File: config.mk
export PLATFORM = sky130hd
export DESIGN_NAME = api_frame_codec
export DESIGN_NICKNAME = d
export VERILOG_FILES = /design/src/rtl/api_frame_pkg.sv /design/src/rtl/byte_stream_if.sv /design/src/rtl/api_frame_codec.sv /design/src/rtl/byte_fifo.sv /design/src/rtl/cksum_acc.sv
export VERILOG_INCLUDE_DIRS = /design/src /design/src/rtl
export SDC_FILE = /design/constraint.sdc
export NUM_CORES = 1
export LEC_CHECK = 0
export BUFFER_PORTS_ARGS = -buffer_cell sky130_fd_sc_hd__buf_4
export CORE_UTILIZATION = 45
export DETAILED_ROUTE_END_ITERATION = 8
export PLACE_DENSITY = 0.68
export SKIP_LAST_GASP = 1
export SLEW_MARGIN = 30
export SYNTH_ARGS = -nofsm -noshare
export SYNTH_HDL_FRONTEND = slang
export SYNTH_SLANG_ARGS = --single-unit
File: constraint.sdc
create_clock -name i_clk_sys -period 10 [get_ports i_clk_sys]
set_input_delay 2 -clock i_clk_sys [delete_from_list [all_inputs] [get_ports i_clk_sys]]
set_output_delay 2 -clock i_clk_sys [all_outputs]
set_load 0.05 [all_outputs]
File: src/rtl/api_frame_defs.svh
`ifndef API_FRAME_DEFS_SVH
`define API_FRAME_DEFS_SVH

// Frame framing
`define START_DELIM_DFLT 8'h7e
`define CKSUM_FIRST_OFS 8'd3
`define CKSUM_TARGET 8'hff

// Notification frames
`define NOTE_TYPE_AUTH 8'ha2
`define NOTE_TYPE_REG 8'ha4
`define NOTE_LEN 16'h000c
`define NOTE_OFS_TYPE 4'd3
`define NOTE_OFS_A64_FIRST 4'd4
`define NOTE_OFS_A64_LAST 4'd11
`define NOTE_OFS_A16_HI 4'd12
`define NOTE_OFS_A16_LO 4'd13
`define NOTE_OFS_STATUS 4'd14
`define NOTE_OFS_CKSUM 4'd15
`define STATUS_SUCCESS 8'h00

// Load control event frame
`define LCE_LEN 16'h002e
`define LCE_OFS_FC 8'd23
`define LCE_OFS_HEAT_LO 8'd44
`define LCE_OFS_HEAT_HI 8'd45
`define LCE_OFS_LOAD 8'd46
`define LCE_OFS_DUTY 8'd47
`define LCE_OFS_EVT 8'd48
`define LCE_OFS_LAST 8'd48
`define HEAT_UNUSED 16'h8000
`define LOAD_UNUSED 8'h80
`define DUTY_NO_LIMIT 8'hff

// Frame control byte fields
`define FC_TYPE_LSB 0
`define FC_TYPE_MSB 1
`define FC_MFR_BIT 2
`define FC_DIR_BIT 3
`define FC_NODR_BIT 4
`define FC_RSV_LSB 5
`define FC_RSV_MSB 7
`define FC_TYPE_CLUSTER 2'b01

// Buffering
`define TX_FIFO_DEPTH 4

`endif

File: src/rtl/api_frame_pkg.sv
package api_frame_pkg;

    typedef enum logic [4:0] {
        RX_HUNT = 5'b00001,
        RX_LEN_HI = 5'b00010,
        RX_LEN_LO = 5'b00100,
        RX_BODY = 5'b01000,
        RX_CKSUM = 5'b10000
    } rx_state_e;

    typedef enum logic [1:0] {
        TX_IDLE = 2'b01,
        TX_SEND = 2'b10
    } tx_state_e;

    typedef enum logic {
        NOTE_AUTH = 1'b0,
        NOTE_REG = 1'b1
    } note_kind_e;

endpackage

File: src/rtl/byte_stream_if.sv
`timescale 1ns/1ps
interface byte_stream_if #(parameter int WIDTH = 8);
    logic [WIDTH-1:0] data;
    logic valid;
    logic ready;

    modport src (output data, output valid, input ready);
    modport snk (input data, input valid, output ready);
endinterface

File: src/rtl/api_frame_codec.sv
// Notes on behaviour
// Heating set-point at bytes 44-45, little endian, 0x8000 means unused.
// Byte 46 is average load adjustment; 0x80 means ignored.
// Byte 47 is maximum on duty cycle; 0xFF means no limit.
// Byte 48 is event control bitmap, passed through whole.
// Checksum is 0xFF minus 8-bit sum of bytes from offset 3.
// Frame control bits 0-1 are frame type; 01 is cluster-specific.
// Frame control bit 2 flags manufacturer code present.
// Frame control bit 3 set means server-to-client direction.
// Bit 4 disables default response; bits 5-7 reserved, must be zero.
// Authenticated indicator type 0xa2, 64-bit address bytes 4-11 MSB first.
// Authenticated indicator 16-bit address at bytes 12-13, MSB first.
// Authenticated indicator status byte 14 always 0x00; checksum at 15.
// Registration status type 0xa4, same layout, caller status at 14.
// Delimiter at 0, then 16-bit length MSB first, counting payload bytes.
// Bad checksum or length drops the frame; hunt next delimiter.
`timescale 1ns/1ps
`include "api_frame_defs.svh"
module api_frame_codec
    import api_frame_pkg::*;
#(
    parameter logic [7:0] START_DELIM = `START_DELIM_DFLT,
    parameter int FIFO_DEPTH = `TX_FIFO_DEPTH
) (
    input wire logic i_clk_sys,
    input wire logic i_arst_n,
    input wire logic [7:0] i_rx_data,
    input wire logic i_rx_valid,
    output logic o_lce_valid,
    output logic o_rx_drop,
    output logic [15:0] o_heat_setpoint,
    output logic o_heat_unused,
    output logic [7:0] o_load_pct,
    output logic o_load_unused,
    output logic [7:0] o_duty,
    output logic o_duty_unlimited,
    output logic [7:0] o_evt_ctrl,
    output logic [1:0] o_fc_type,
    output logic o_fc_cluster_cmd,
    output logic o_fc_mfr,
    output logic o_fc_srv_to_cli,
    output logic o_fc_no_dflt_rsp,
    input wire logic i_note_req,
    input wire logic i_note_kind,
    input wire logic [63:0] i_note_addr64,
    input wire logic [15:0] i_note_addr16,
    input wire logic [7:0] i_note_status,
    output logic o_note_busy,
    output logic [7:0] o_tx_data,
    output logic o_tx_valid,
    input wire logic i_tx_ready
);

    logic rst_meta;
    logic rst_n;

    // Reset release synchroniser
    always_ff @(posedge i_clk_sys or negedge i_arst_n) begin
        if (!i_arst_n) begin
            rst_meta <= 1'b0;
            rst_n <= 1'b0;
        end else begin
            rst_meta <= 1'b1;
            rst_n <= rst_meta;
        end
    end

    // ------------------------------------------------------------------
    // Receive side
    // ------------------------------------------------------------------
    rx_state_e rx_state;
    logic [7:0] rx_len_hi;
    logic [7:0] rx_idx;
    logic [7:0] rx_sum;
    logic rx_ck_clr;
    logic rx_ck_add;
    logic rx_len_ok;
    logic rx_sum_ok;
    logic [7:0] cap_fc;
    logic [7:0] cap_heat_lo;
    logic [7:0] cap_heat_hi;
    logic [7:0] cap_load;
    logic [7:0] cap_duty;
    logic [7:0] cap_evt;
    logic rx_accept;
    logic rx_reject;

    // Length check
    assign rx_len_ok = ({rx_len_hi, i_rx_data} == `LCE_LEN);
    assign rx_ck_clr = i_rx_valid && (rx_state == RX_LEN_LO);
    assign rx_ck_add = i_rx_valid && ((rx_state == RX_BODY) || (rx_state == RX_CKSUM));
    // Sum check
    assign rx_sum_ok = (8'(rx_sum + i_rx_data) == `CKSUM_TARGET);
    // Reserved bits zero
    assign rx_accept = i_rx_valid && (rx_state == RX_CKSUM) && rx_sum_ok
        && (cap_fc[`FC_RSV_MSB:`FC_RSV_LSB] == 3'b000);
    // Reject bad frame
    assign rx_reject = i_rx_valid
        && (((rx_state == RX_CKSUM) && !rx_accept)
        || ((rx_state == RX_LEN_LO) && !rx_len_ok));

    cksum_acc u_rx_ck (
        .i_clk(i_clk_sys),
        .i_rst_n(rst_n),
        .i_clr(rx_ck_clr),
        .i_add(rx_ck_add),
        .i_byte(i_rx_data),
        .o_sum(rx_sum)
    );

    // Framing state machine
    always_ff @(posedge i_clk_sys or negedge rst_n) begin
        if (!rst_n) begin
            rx_state <= RX_HUNT;
            rx_len_hi <= 8'h00;
            rx_idx <= 8'h00;
        end else if (i_rx_valid) begin
            case (rx_state)
                RX_HUNT: begin
                    if (i_rx_data == START_DELIM) begin
                        rx_state <= RX_LEN_HI;
                    end
                end
                RX_LEN_HI: begin
                    rx_len_hi <= i_rx_data;
                    rx_state <= RX_LEN_LO;
                end
                RX_LEN_LO: begin
                    rx_idx <= `CKSUM_FIRST_OFS;
                    // Length mismatch resync
                    rx_state <= rx_len_ok ? RX_BODY : RX_HUNT;
                end
                RX_BODY: begin
                    rx_idx <= rx_idx + 8'h01;
                    if (rx_idx == `LCE_OFS_LAST) begin
                        rx_state <= RX_CKSUM;
                    end
                end
                RX_CKSUM: begin
                    rx_state <= RX_HUNT;
                end
                default: begin
                    rx_state <= RX_HUNT;
                end
            endcase
        end
    end

    // Field capture while body streams in
    always_ff @(posedge i_clk_sys or negedge rst_n) begin
        if (!rst_n) begin
            cap_fc <= 8'h00;
            cap_heat_lo <= 8'h00;
            cap_heat_hi <= 8'h00;
            cap_load <= 8'h00;
            cap_duty <= 8'h00;
            cap_evt <= 8'h00;
        end else if (i_rx_valid && (rx_state == RX_BODY)) begin
            case (rx_idx)
                `LCE_OFS_FC: begin
                    cap_fc <= i_rx_data;
                end
                // Set-point low byte
                `LCE_OFS_HEAT_LO: begin
                    cap_heat_lo <= i_rx_data;
                end
                `LCE_OFS_HEAT_HI: begin
                    cap_heat_hi <= i_rx_data;
                end
                // Load adjustment byte
                `LCE_OFS_LOAD: begin
                    cap_load <= i_rx_data;
                end
                // Duty cycle byte
                `LCE_OFS_DUTY: begin
                    cap_duty <= i_rx_data;
                end
                // Event control byte
                `LCE_OFS_EVT: begin
                    cap_evt <= i_rx_data;
                end
                default: begin
                    cap_fc <= cap_fc;
                end
            endcase
        end
    end

    // Publish decoded fields on good frame
    always_ff @(posedge i_clk_sys or negedge rst_n) begin
        if (!rst_n) begin
            o_heat_setpoint <= 16'h0000;
            o_heat_unused <= 1'b0;
            o_load_pct <= 8'h00;
            o_load_unused <= 1'b0;
            o_duty <= 8'h00;
            o_duty_unlimited <= 1'b0;
            o_evt_ctrl <= 8'h00;
        end else if (rx_accept) begin
            // Little endian assembly
            o_heat_setpoint <= {cap_heat_hi, cap_heat_lo};
            o_heat_unused <= ({cap_heat_hi, cap_heat_lo} == `HEAT_UNUSED);
            // Load ignored flag
            o_load_pct <= cap_load;
            o_load_unused <= (cap_load == `LOAD_UNUSED);
            // No limit flag
            o_duty <= cap_duty;
            o_duty_unlimited <= (cap_duty == `DUTY_NO_LIMIT);
            // Bitmap passed whole
            o_evt_ctrl <= cap_evt;
        end
    end

    // Frame control decode
    always_ff @(posedge i_clk_sys or negedge rst_n) begin
        if (!rst_n) begin
            o_fc_type <= 2'b00;
            o_fc_cluster_cmd <= 1'b0;
            o_fc_mfr <= 1'b0;
            o_fc_srv_to_cli <= 1'b0;
            o_fc_no_dflt_rsp <= 1'b0;
        end else if (rx_accept) begin
            // Frame type field
            o_fc_type <= cap_fc[`FC_TYPE_MSB:`FC_TYPE_LSB];
            o_fc_cluster_cmd <= (cap_fc[`FC_TYPE_MSB:`FC_TYPE_LSB] == `FC_TYPE_CLUSTER);
            // Manufacturer flag
            o_fc_mfr <= cap_fc[`FC_MFR_BIT];
            // Direction bit
            o_fc_srv_to_cli <= cap_fc[`FC_DIR_BIT];
            // Default response disable
            o_fc_no_dflt_rsp <= cap_fc[`FC_NODR_BIT];
        end
    end

    // Result pulses
    always_ff @(posedge i_clk_sys or negedge rst_n) begin
        if (!rst_n) begin
            o_lce_valid <= 1'b0;
            o_rx_drop <= 1'b0;
        end else begin
            o_lce_valid <= rx_accept;
            // Drop indication
            o_rx_drop <= rx_reject;
        end
    end

    // ------------------------------------------------------------------
    // Transmit side
    // ------------------------------------------------------------------
    tx_state_e tx_state;
    logic [3:0] tx_idx;
    logic [7:0] tx_type;
    logic [63:0] tx_addr64;
    logic [15:0] tx_addr16;
    logic [7:0] tx_status;
    logic [7:0] tx_sum;
    logic [7:0] next_tx_byte;
    logic tx_start;
    logic tx_push;
    logic tx_last;
    logic tx_ck_add;

    byte_stream_if #(.WIDTH(8)) fill_if ();
    byte_stream_if #(.WIDTH(8)) drain_if ();

    assign tx_start = i_note_req && (tx_state == TX_IDLE);
    assign tx_push = (tx_state == TX_SEND) && fill_if.ready;
    assign tx_last = tx_push && (tx_idx == `NOTE_OFS_CKSUM);
    assign tx_ck_add = tx_push && (tx_idx >= 4'(`CKSUM_FIRST_OFS))
        && (tx_idx != `NOTE_OFS_CKSUM);
    assign fill_if.valid = (tx_state == TX_SEND);
    assign fill_if.data = next_tx_byte;

    cksum_acc u_tx_ck (
        .i_clk(i_clk_sys),
        .i_rst_n(rst_n),
        .i_clr(tx_start),
        .i_add(tx_ck_add),
        .i_byte(next_tx_byte),
        .o_sum(tx_sum)
    );

    // Latch notification contents
    always_ff @(posedge i_clk_sys or negedge rst_n) begin
        if (!rst_n) begin
            tx_type <= `NOTE_TYPE_AUTH;
            tx_addr64 <= 64'h0000_0000_0000_0000;
            tx_addr16 <= 16'h0000;
            tx_status <= `STATUS_SUCCESS;
        end else if (tx_start) begin
            tx_addr64 <= i_note_addr64;
            tx_addr16 <= i_note_addr16;
            if (i_note_kind == NOTE_REG) begin
                // Registration status frame
                tx_type <= `NOTE_TYPE_REG;
                tx_status <= i_note_status;
            end else begin
                // Status forced success
                tx_type <= `NOTE_TYPE_AUTH;
                tx_status <= `STATUS_SUCCESS;
            end
        end
    end

    // Byte selection by offset
    always_comb begin
        next_tx_byte = 8'h00;
        case (tx_idx)
            // Delimiter and length
            4'd0: next_tx_byte = START_DELIM;
            4'd1: next_tx_byte = 8'(`NOTE_LEN >> 8);
            4'd2: next_tx_byte = 8'(`NOTE_LEN);
            // Frame type byte
            `NOTE_OFS_TYPE: next_tx_byte = tx_type;
            // Short address MSB first
            `NOTE_OFS_A16_HI: next_tx_byte = tx_addr16[15:8];
            `NOTE_OFS_A16_LO: next_tx_byte = tx_addr16[7:0];
            // Status byte
            `NOTE_OFS_STATUS: next_tx_byte = tx_status;
            // Checksum generation
            `NOTE_OFS_CKSUM: next_tx_byte = `CKSUM_TARGET - tx_sum;
            default: begin
                // Long address MSB first
                next_tx_byte = tx_addr64[8'(6'd63 - {tx_idx[2:0] - 3'd4, 3'b000}) -: 8];
            end
        endcase
    end

    // Frame sequencer
    always_ff @(posedge i_clk_sys or negedge rst_n) begin
        if (!rst_n) begin
            tx_state <= TX_IDLE;
            tx_idx <= 4'd0;
        end else begin
            case (tx_state)
                TX_IDLE: begin
                    tx_idx <= 4'd0;
                    if (tx_start) begin
                        tx_state <= TX_SEND;
                    end
                end
                TX_SEND: begin
                    if (tx_push) begin
                        tx_idx <= tx_idx + 4'd1;
                    end
                    if (tx_last) begin
                        tx_state <= TX_IDLE;
                    end
                end
                default: begin
                    tx_state <= TX_IDLE;
                end
            endcase
        end
    end

    // Busy flag
    always_ff @(posedge i_clk_sys or negedge rst_n) begin
        if (!rst_n) begin
            o_note_busy <= 1'b0;
        end else if (tx_start) begin
            o_note_busy <= 1'b1;
        end else if (tx_last) begin
            o_note_busy <= 1'b0;
        end
    end

    byte_fifo #(.WIDTH(8), .DEPTH(FIFO_DEPTH)) u_tx_fifo (
        .i_clk(i_clk_sys),
        .i_rst_n(rst_n),
        .wr(fill_if),
        .rd(drain_if)
    );

    // Registered output stage
    assign drain_if.ready = !o_tx_valid || i_tx_ready;

    always_ff @(posedge i_clk_sys or negedge rst_n) begin
        if (!rst_n) begin
            o_tx_valid <= 1'b0;
            o_tx_data <= 8'h00;
        end else if (drain_if.valid && drain_if.ready) begin
            o_tx_valid <= 1'b1;
            o_tx_data <= drain_if.data;
        end else if (i_tx_ready) begin
            o_tx_valid <= 1'b0;
        end
    end

endmodule

File: src/rtl/byte_fifo.sv
`timescale 1ns/1ps
module byte_fifo #(
    parameter int WIDTH = 8,
    parameter int DEPTH = 4
) (
    input wire logic i_clk,
    input wire logic i_rst_n,
    byte_stream_if.snk wr,
    byte_stream_if.src rd
);
    localparam int AW = $clog2(DEPTH);
    localparam logic [AW:0] FULL_CNT = (AW + 1)'(DEPTH);

    logic [WIDTH-1:0] mem [DEPTH];
    logic [AW-1:0] wp;
    logic [AW-1:0] rp;
    logic [AW:0] cnt;
    logic push;
    logic pop;

    assign wr.ready = (cnt != FULL_CNT);
    assign rd.valid = (cnt != '0);
    assign rd.data = mem[rp];
    assign push = wr.valid && wr.ready;
    assign pop = rd.valid && rd.ready;

    always_ff @(posedge i_clk) begin
        if (push) begin
            mem[wp] <= wr.data;
        end
    end

    always_ff @(posedge i_clk or negedge i_rst_n) begin
        if (!i_rst_n) begin
            wp <= '0;
            rp <= '0;
            cnt <= '0;
        end else begin
            if (push) begin
                wp <= (wp == AW'(DEPTH - 1)) ? '0 : wp + 1'b1;
            end
            if (pop) begin
                rp <= (rp == AW'(DEPTH - 1)) ? '0 : rp + 1'b1;
            end
            if (push && !pop) begin
                cnt <= cnt + 1'b1;
            end else if (pop && !push) begin
                cnt <= cnt - 1'b1;
            end
        end
    end
endmodule

File: src/rtl/cksum_acc.sv
`timescale 1ns/1ps
module cksum_acc (
    input wire logic i_clk,
    input wire logic i_rst_n,
    input wire logic i_clr,
    input wire logic i_add,
    input wire logic [7:0] i_byte,
    output logic [7:0] o_sum
);
    // Running 8-bit sum; clear restarts it
    always_ff @(posedge i_clk or negedge i_rst_n) begin
        if (!i_rst_n) begin
            o_sum <= 8'h00;
        end else if (i_clr) begin
            o_sum <= 8'h00;
        end else if (i_add) begin
            o_sum <= o_sum + i_byte;
        end
    end
endmodule

Word-level counts from Yosys, hierarchy flattened
Memory sizes are Yosys's and may differ from the RTL's. A register that Yosys moved wholly into a read port is not among the register bits.
Index checks and enable logic that the tools add are counted.
- flip-flop bits (word level): 249
- memory bits (writable): 32
- output and inout bits: 61
- memories kept: 1
- add/sub/neg operators: 11
- order comparisons: 1
- eq/ne operators: 36
- shifts and indexed selects: 1
- muxes and demuxes: 27
- reductions and logical operators: 47
- memories (name ; depth ; bits a word ; rd ports ; clocked after Yosys merged registers in ; wr ports ; line ; RTL):
    u_tx_fifo.mem ; 4 ; 8 ; 1 ; 1 ; 1 ; byte_fifo.sv:14 ; logic [WIDTH-1:0] mem [DEPTH];
- operators with widths (kind ; count):
    $shiftx A71 B9 Y8 ; 1
    $pmux W8 S8 ; 1
    $eq A8 B6 Y1 const B ; 5
    $mux W8 ; 5
    $eq A8 B8 Y1 const B ; 3
    $pmux W5 S4 ; 1
    $reduce_and A2 Y1 ; 10
    $logic_and A1 B1 Y1 ; 17
    $add A8 B8 Y8 ; 2
    $eq A16 B16 Y1 const B ; 1
    $eq A16 B6 Y1 const B ; 1
    $eq A4 B4 Y1 const B ; 4
    $pmux W8 S2 ; 1
    $reduce_bool A2 Y1 ; 7
    $mux W5 ; 2
    $ne A2 B2 Y1 const B ; 5
    $mux W3 ; 3
    $add A8 B1 Y8 const B ; 1
    $eq A4 B2 Y1 const B ; 2
    $eq A8 B5 Y1 const B ; 1
    $eq A8 B7 Y1 const B ; 1
    $mux W2 ; 4
    $mux W4 ; 2
    $pmux W4 S2 ; 1
    other kinds (26) ; 42

Longest topological paths before layout
- depth in word-level cells: 8
- mapped depth: 20
- mapped depth without buffers: 16

Cells and area by module
A second synthesis with hierarchy kept.
- cells, all modules: 1135
- area total of the unflattened synthesis: 13027.5 µm²
- modules (own cells, without submodules) (module ; instances ; cells an instance ; area an instance (µm²) ; sequential area each (µm²)):
    api_frame_codec ; 1 ; 924 ; 10087.2 ; 5709.2
    byte_fifo ; 1 ; 79 ; 1599.0 ; 1136.1
    cksum_acc ; 2 ; 66 ; 670.6 ; 200.2

Least setup slack after synthesis
Ideal clock, no wire load.
- path type: input to register
- start: in i_rx_data[0]
- end: reg o_duty[0]
- library setup time: 125 ps
- arrival time: 4022 ps
- data required time: 9875 ps
- slack: 5853 ps
- stages: 10
- path through: ha_1 fa_1 a211oi_2 nor2_1 xor2_1 and3_1 and4_1 buf_6 buf_12 mux2_4
- cells in the longest elaborated chain, start to end: 4
- ends and longest elaborated chain (what ; line ; RTL):
    start: declaration ; api_frame_codec.sv:27 ; input wire logic [7:0] i_rx_data,
    $add A8 B8 Y8 ; api_frame_codec.sv:93 ; assign rx_sum_ok = (8'(rx_sum + i_rx_data) == `CKSUM_TARGET);
    $eq A8 B8 Y1 (no source line) ; - ;
    $logic_and A1 B1 Y1 (2 in a row) ; api_frame_codec.sv:95 ; assign rx_accept = i_rx_valid && (rx_state == RX_CKSUM) && rx_sum_ok
    end signal: assignment ; api_frame_codec.sv:207 ; o_duty <= cap_duty;
    end: declaration ; api_frame_codec.sv:35 ; output logic [7:0] o_duty,
No other way between the ends.
A chain may end at the register's enable or synchronous reset.

Worst setup path in the final report
- start: in i_rx_data[0]
- end: reg o_heat_setpoint[14]
- cells in the longest elaborated chain, start to end: 4
- ends and longest elaborated chain (what ; line ; RTL):
    $add A8 B8 Y8 ; api_frame_codec.sv:93 ;
    $eq A8 B8 Y1 (no source line) ; - ;
    $logic_and A1 B1 Y1 (2 in a row) ; api_frame_codec.sv:95 ;
    end signal: assignment ; api_frame_codec.sv:201 ; o_heat_setpoint <= {cap_heat_hi, cap_heat_lo};
    end: declaration ; api_frame_codec.sv:31 ; output logic [15:0] o_heat_setpoint,
No other way between the ends.

==> results.yml <==
run_status:
  outcome: "completed"
route:
  dr.pass1.iters: 5
  ant_nets: 0
  vias_per_cell: 5.24
  drt_iter0_markers: 603
  drt_wl_total_um: 29300
  wl_per_cell_um: 17.8
  drcViolationCount: 0
  num_vias: 8618
worst_setup_path:
  worst-path-buf-inv: 2
  startpoint_type: "input port"
  cp_top_family: "buffers and inverters"
  ff2ff_path_depth: 17
  crit_fanout: 50
  crit_slowest_cell: "buf_4"
  worst-setup-path-type: "input port to flop"
  r2r_slack_ps: 5570
  cp.depth: 10
  worstReg2RegStart: "tx_idx[0]"
  required_ps: 10420
  crit_arrival_ps: 4900
  r2r-end: "u_tx_ck.o_sum[6]"
  cp_cell_sequence: "buf_4 -> ha_1 -> fa_1 -> a211oi_2 -> nor2_1 -> xor2_1 -> and3_1 -> and4_2 -> buf_4 -> mux2_4"
  slowest_delay_ps: 730
  end_kind: "flop"
  cpMostUsedCell: "buf_4"
floorplan:
  die_area_sq_um: 29300
  die_w_um: 171
  num_io_pins: 163
  core.rowCount: 61
  core_sq_um: 28000
  die_h_um: 171
  start_util_pct: 46.0
yosys:
  synthArstFlopShare_pct: 88.7
  syn_area_sq_um: 12900
  yosys_warnings: 0
  syn_inst: 1088
  synth-main-ff-cell: "dfrtp_1"
  synth_fp_nets: 1222
  avgSynthCellArea_sq_um: 11.9
  synth-edff-count: 32
  yosysSeqAreaShare_pct: 56.2
  ys_seq_elements: 283
  yosysUniqueCellTypes: 64
sta:
  final-setup-viol-count: 0
  worst_slew_pin_slew_ps: 943
  grt_setup_unrepaired: "false"
  relSlewSlack_pct: 37.1
  hold_viol_final: 0
  fin_crit_ps: 4480
  finalSetupTns_ps: 0
  period_share_pct: 44.8
  report.final.slew_viol_count: 0
  hold-worst-slack_ps: 344
  worst_clock_skew_ps: 28.1
  clock.fmax_ghz: 0.223
final_layout:
  nNetsFinal: 1377
  stdcell_area_sq_um: 15300
  antenna_cells: 0
  syn_to_final_growth_pct: 18.9
  nFillCells: 2381
  drive_gt1_share_pct: 29.7
global_route:
  grt_use_total_pct: 20.7
  grt_pass1_vias: 8692
  grt_overflow: 0
  grt_pass1_wl_um: 47500
  grt_start_max_net_pins: 82
  grt_antenna_before_repair: 0
placed_design:
  hpwl_um: 20200
  routabilityCongestion: 0.892
  io_buffer_count: 162
  placed_cell_area_sq_um: 14400
clock_network:
  cts_buffers: 30
  post_cts_buffers: 0
  root_buffer: "clkbuf_16"
  clk_latency_ps: 560
  clkTransAtPathRegs_ps: 70
  htree_levels: 1
  clock_sinks: 283
  cts-resized-gates: 0
  clockBufferDepth: 3
  cts_tree: "yes"
  cts_hold_buf: 0
run:
  drv_cap: 0
worst_hold_path:
  hold_path_class: "flop to asynchronous set/reset pin"
power_and_ir_drop:
  powerDensity_nw_per_um2: 246
  ir_drop_uv: 143
  power.leakage_nw: 7.35
==> power breakdown <==
part | switching (mW) | internal (mW) | total, mW | leakage [nW]
combinational | 0.634 | 0.468 | 1.10 | 3.35
sequential | 0.177 | 1.45 | 1.63 | 3.55
clock | 0.447 | 0.600 | 1.05 | 0.451
total | 1.26 | 2.52 | 3.78 | 7.35
==> layout make-up <==
class,count,area (sq um),area share [%]
clock buffers,49,882,5.75
clock inverters,6,47.5,0.310
flip-flops and latches,283,7250,47.3
repair buffers,172,1310,8.52
multi-input cells,730,5280,34.4
well taps,378,473,3.08
inverters,26,97.6,0.636
==> placed cells by master, fill, tap and decap left out, types with 4 or more instances in the layout <==
master / netlist / routed
buf_4: 0 / 169
mux4_2: 24 / 24
o21ai_0: 36 / 36
nor2_1: 29 / 29
xor2_1: 8 / 8
and2_1: 7 / 6
nor4_1: 10 / 10
mux2_4: 48 / 48
clkbuf_8: 0 / 6
nor2b_1: 8 / 8
mux2_2: 71 / 71
nand4_1: 5 / 5
nand2_1: 297 / 296
clkbuf_1: 35 / 13
a21oi_1: 16 / 15
o21a_1: 5 / 5
nand2b_1: 7 / 7
nand3_1: 29 / 29
o31ai_1: 9 / 9
clkbuf_16: 0 / 30
and3_1: 4 / 4
nor3_1: 8 / 8
dfrtp_1: 248 / 247
a221oi_1: 8 / 8
edfxtp_1: 32 / 32
xnor2_1: 5 / 5
mux2i_1: 9 / 9
inv_1: 26 / 26
ha_1: 29 / 29
a22o_1: 6 / 6
==> layer usage <==
| layer | global-route usage, % | part of all wire, % |
|---|---|---|
| met5 | 0 | 0 |
| met4 | 5.09 | 2.0 |
| met3 | 3.47 | 4.6 |
| met2 | 30.9 | 45 |
| met1 | 31.2 | 49 |
==> how the worst max path moves through the flow <==
stage	slack (ps)	to	startpoint
6_report	5520	o_heat_setpoint[14]	i_rx_data[0]
3_5_place_dp	5000	o_fc_no_dflt_rsp	i_rx_data[0]
3_3_place_gp	5070	o_duty[3]	i_rx_data[0]
4_1_cts	5540	o_heat_setpoint[14]	i_rx_data[0]
5_1_grt	5190	u_tx_ck.o_sum[6]	tx_idx[0]
2_1_floorplan	2490	cap_duty[0]	rst_n
==> cell usage after synthesis (3+ instances only) <==
cell type | instances | area (sq um)
o21a_1 | 5 | 37.5
nor4_1 | 10 | 62.6
or2_2 | 3 | 18.8
nor2b_1 | 8 | 50.1
mux2_2 | 71 | 800
nor3b_1 | 3 | 22.5
nand3_1 | 29 | 145
nand2b_1 | 7 | 43.8
nand4_1 | 5 | 31.3
nand2_1 | 297 | 1110
or3_1 | 3 | 18.8
a221oi_1 | 8 | 70.1
o22ai_1 | 3 | 18.8
clkbuf_1 | 35 | 131
dfstp_2 | 3 | 78.8
xnor2_1 | 5 | 43.8
a21oi_1 | 16 | 80.1
a22o_1 | 6 | 52.6
o211ai_1 | 3 | 22.5
and3_1 | 4 | 25.0
edfxtp_1 | 32 | 961
inv_1 | 26 | 97.6
mux2i_1 | 9 | 90.1
ha_1 | 29 | 363
o31ai_1 | 9 | 67.6
mux4_2 | 24 | 541
o21ai_0 | 36 | 180
xor2_1 | 8 | 70.1
buf_2 | 6 | 30.0
fa_1 | 3 | 60.1
nor3_1 | 8 | 40.0
dfrtp_1 | 248 | 6210
nor2_1 | 29 | 109
mux2_4 | 48 | 721
and2_1 | 7 | 43.8
buf_12 | 5 | 100
==> metrics by stage <==
step | utilization, % | worst slack [ps] | power, mW | std cells
2_1_floorplan | - | 2490 | 2.43 | 1088
3_3_place_gp | 51.3 | 5070 | 2.71 | 1587
3_5_place_dp | 51.4 | 5000 | 2.75 | 1588
4_1_cts | 54.7 | 5540 | 3.80 | 1643
5_1_grt | 54.8 | 5190 | 4.02 | 1644
6_report | 54.8 | 5520 | 3.78 | 1644
==> cells by family after synthesis <==
kind of cell | count (synthesis) | share of synthesized area (%)
AND/OR/NAND/NOR | 427 | 14.6
flip-flops | 283 | 56.2
multiplexers | 152 | 16.7
AO/OA/AOI/OAI | 104 | 5.28
buffers and inverters | 75 | 2.93
adder cells (fa/ha/maj) | 32 | 3.28
XOR/XNOR | 14 | 1.06
other | 1 | 0.0291
==> state kept, by name, indices dropped and copies added, names as in the netlist, 16 cells and up <==
register         count
o_heat_setpoint     16
tx_addr64           64
u_tx_fifo.mem       32
tx_addr16           16
Note: power is estimated with default switching activity, not from simulation.
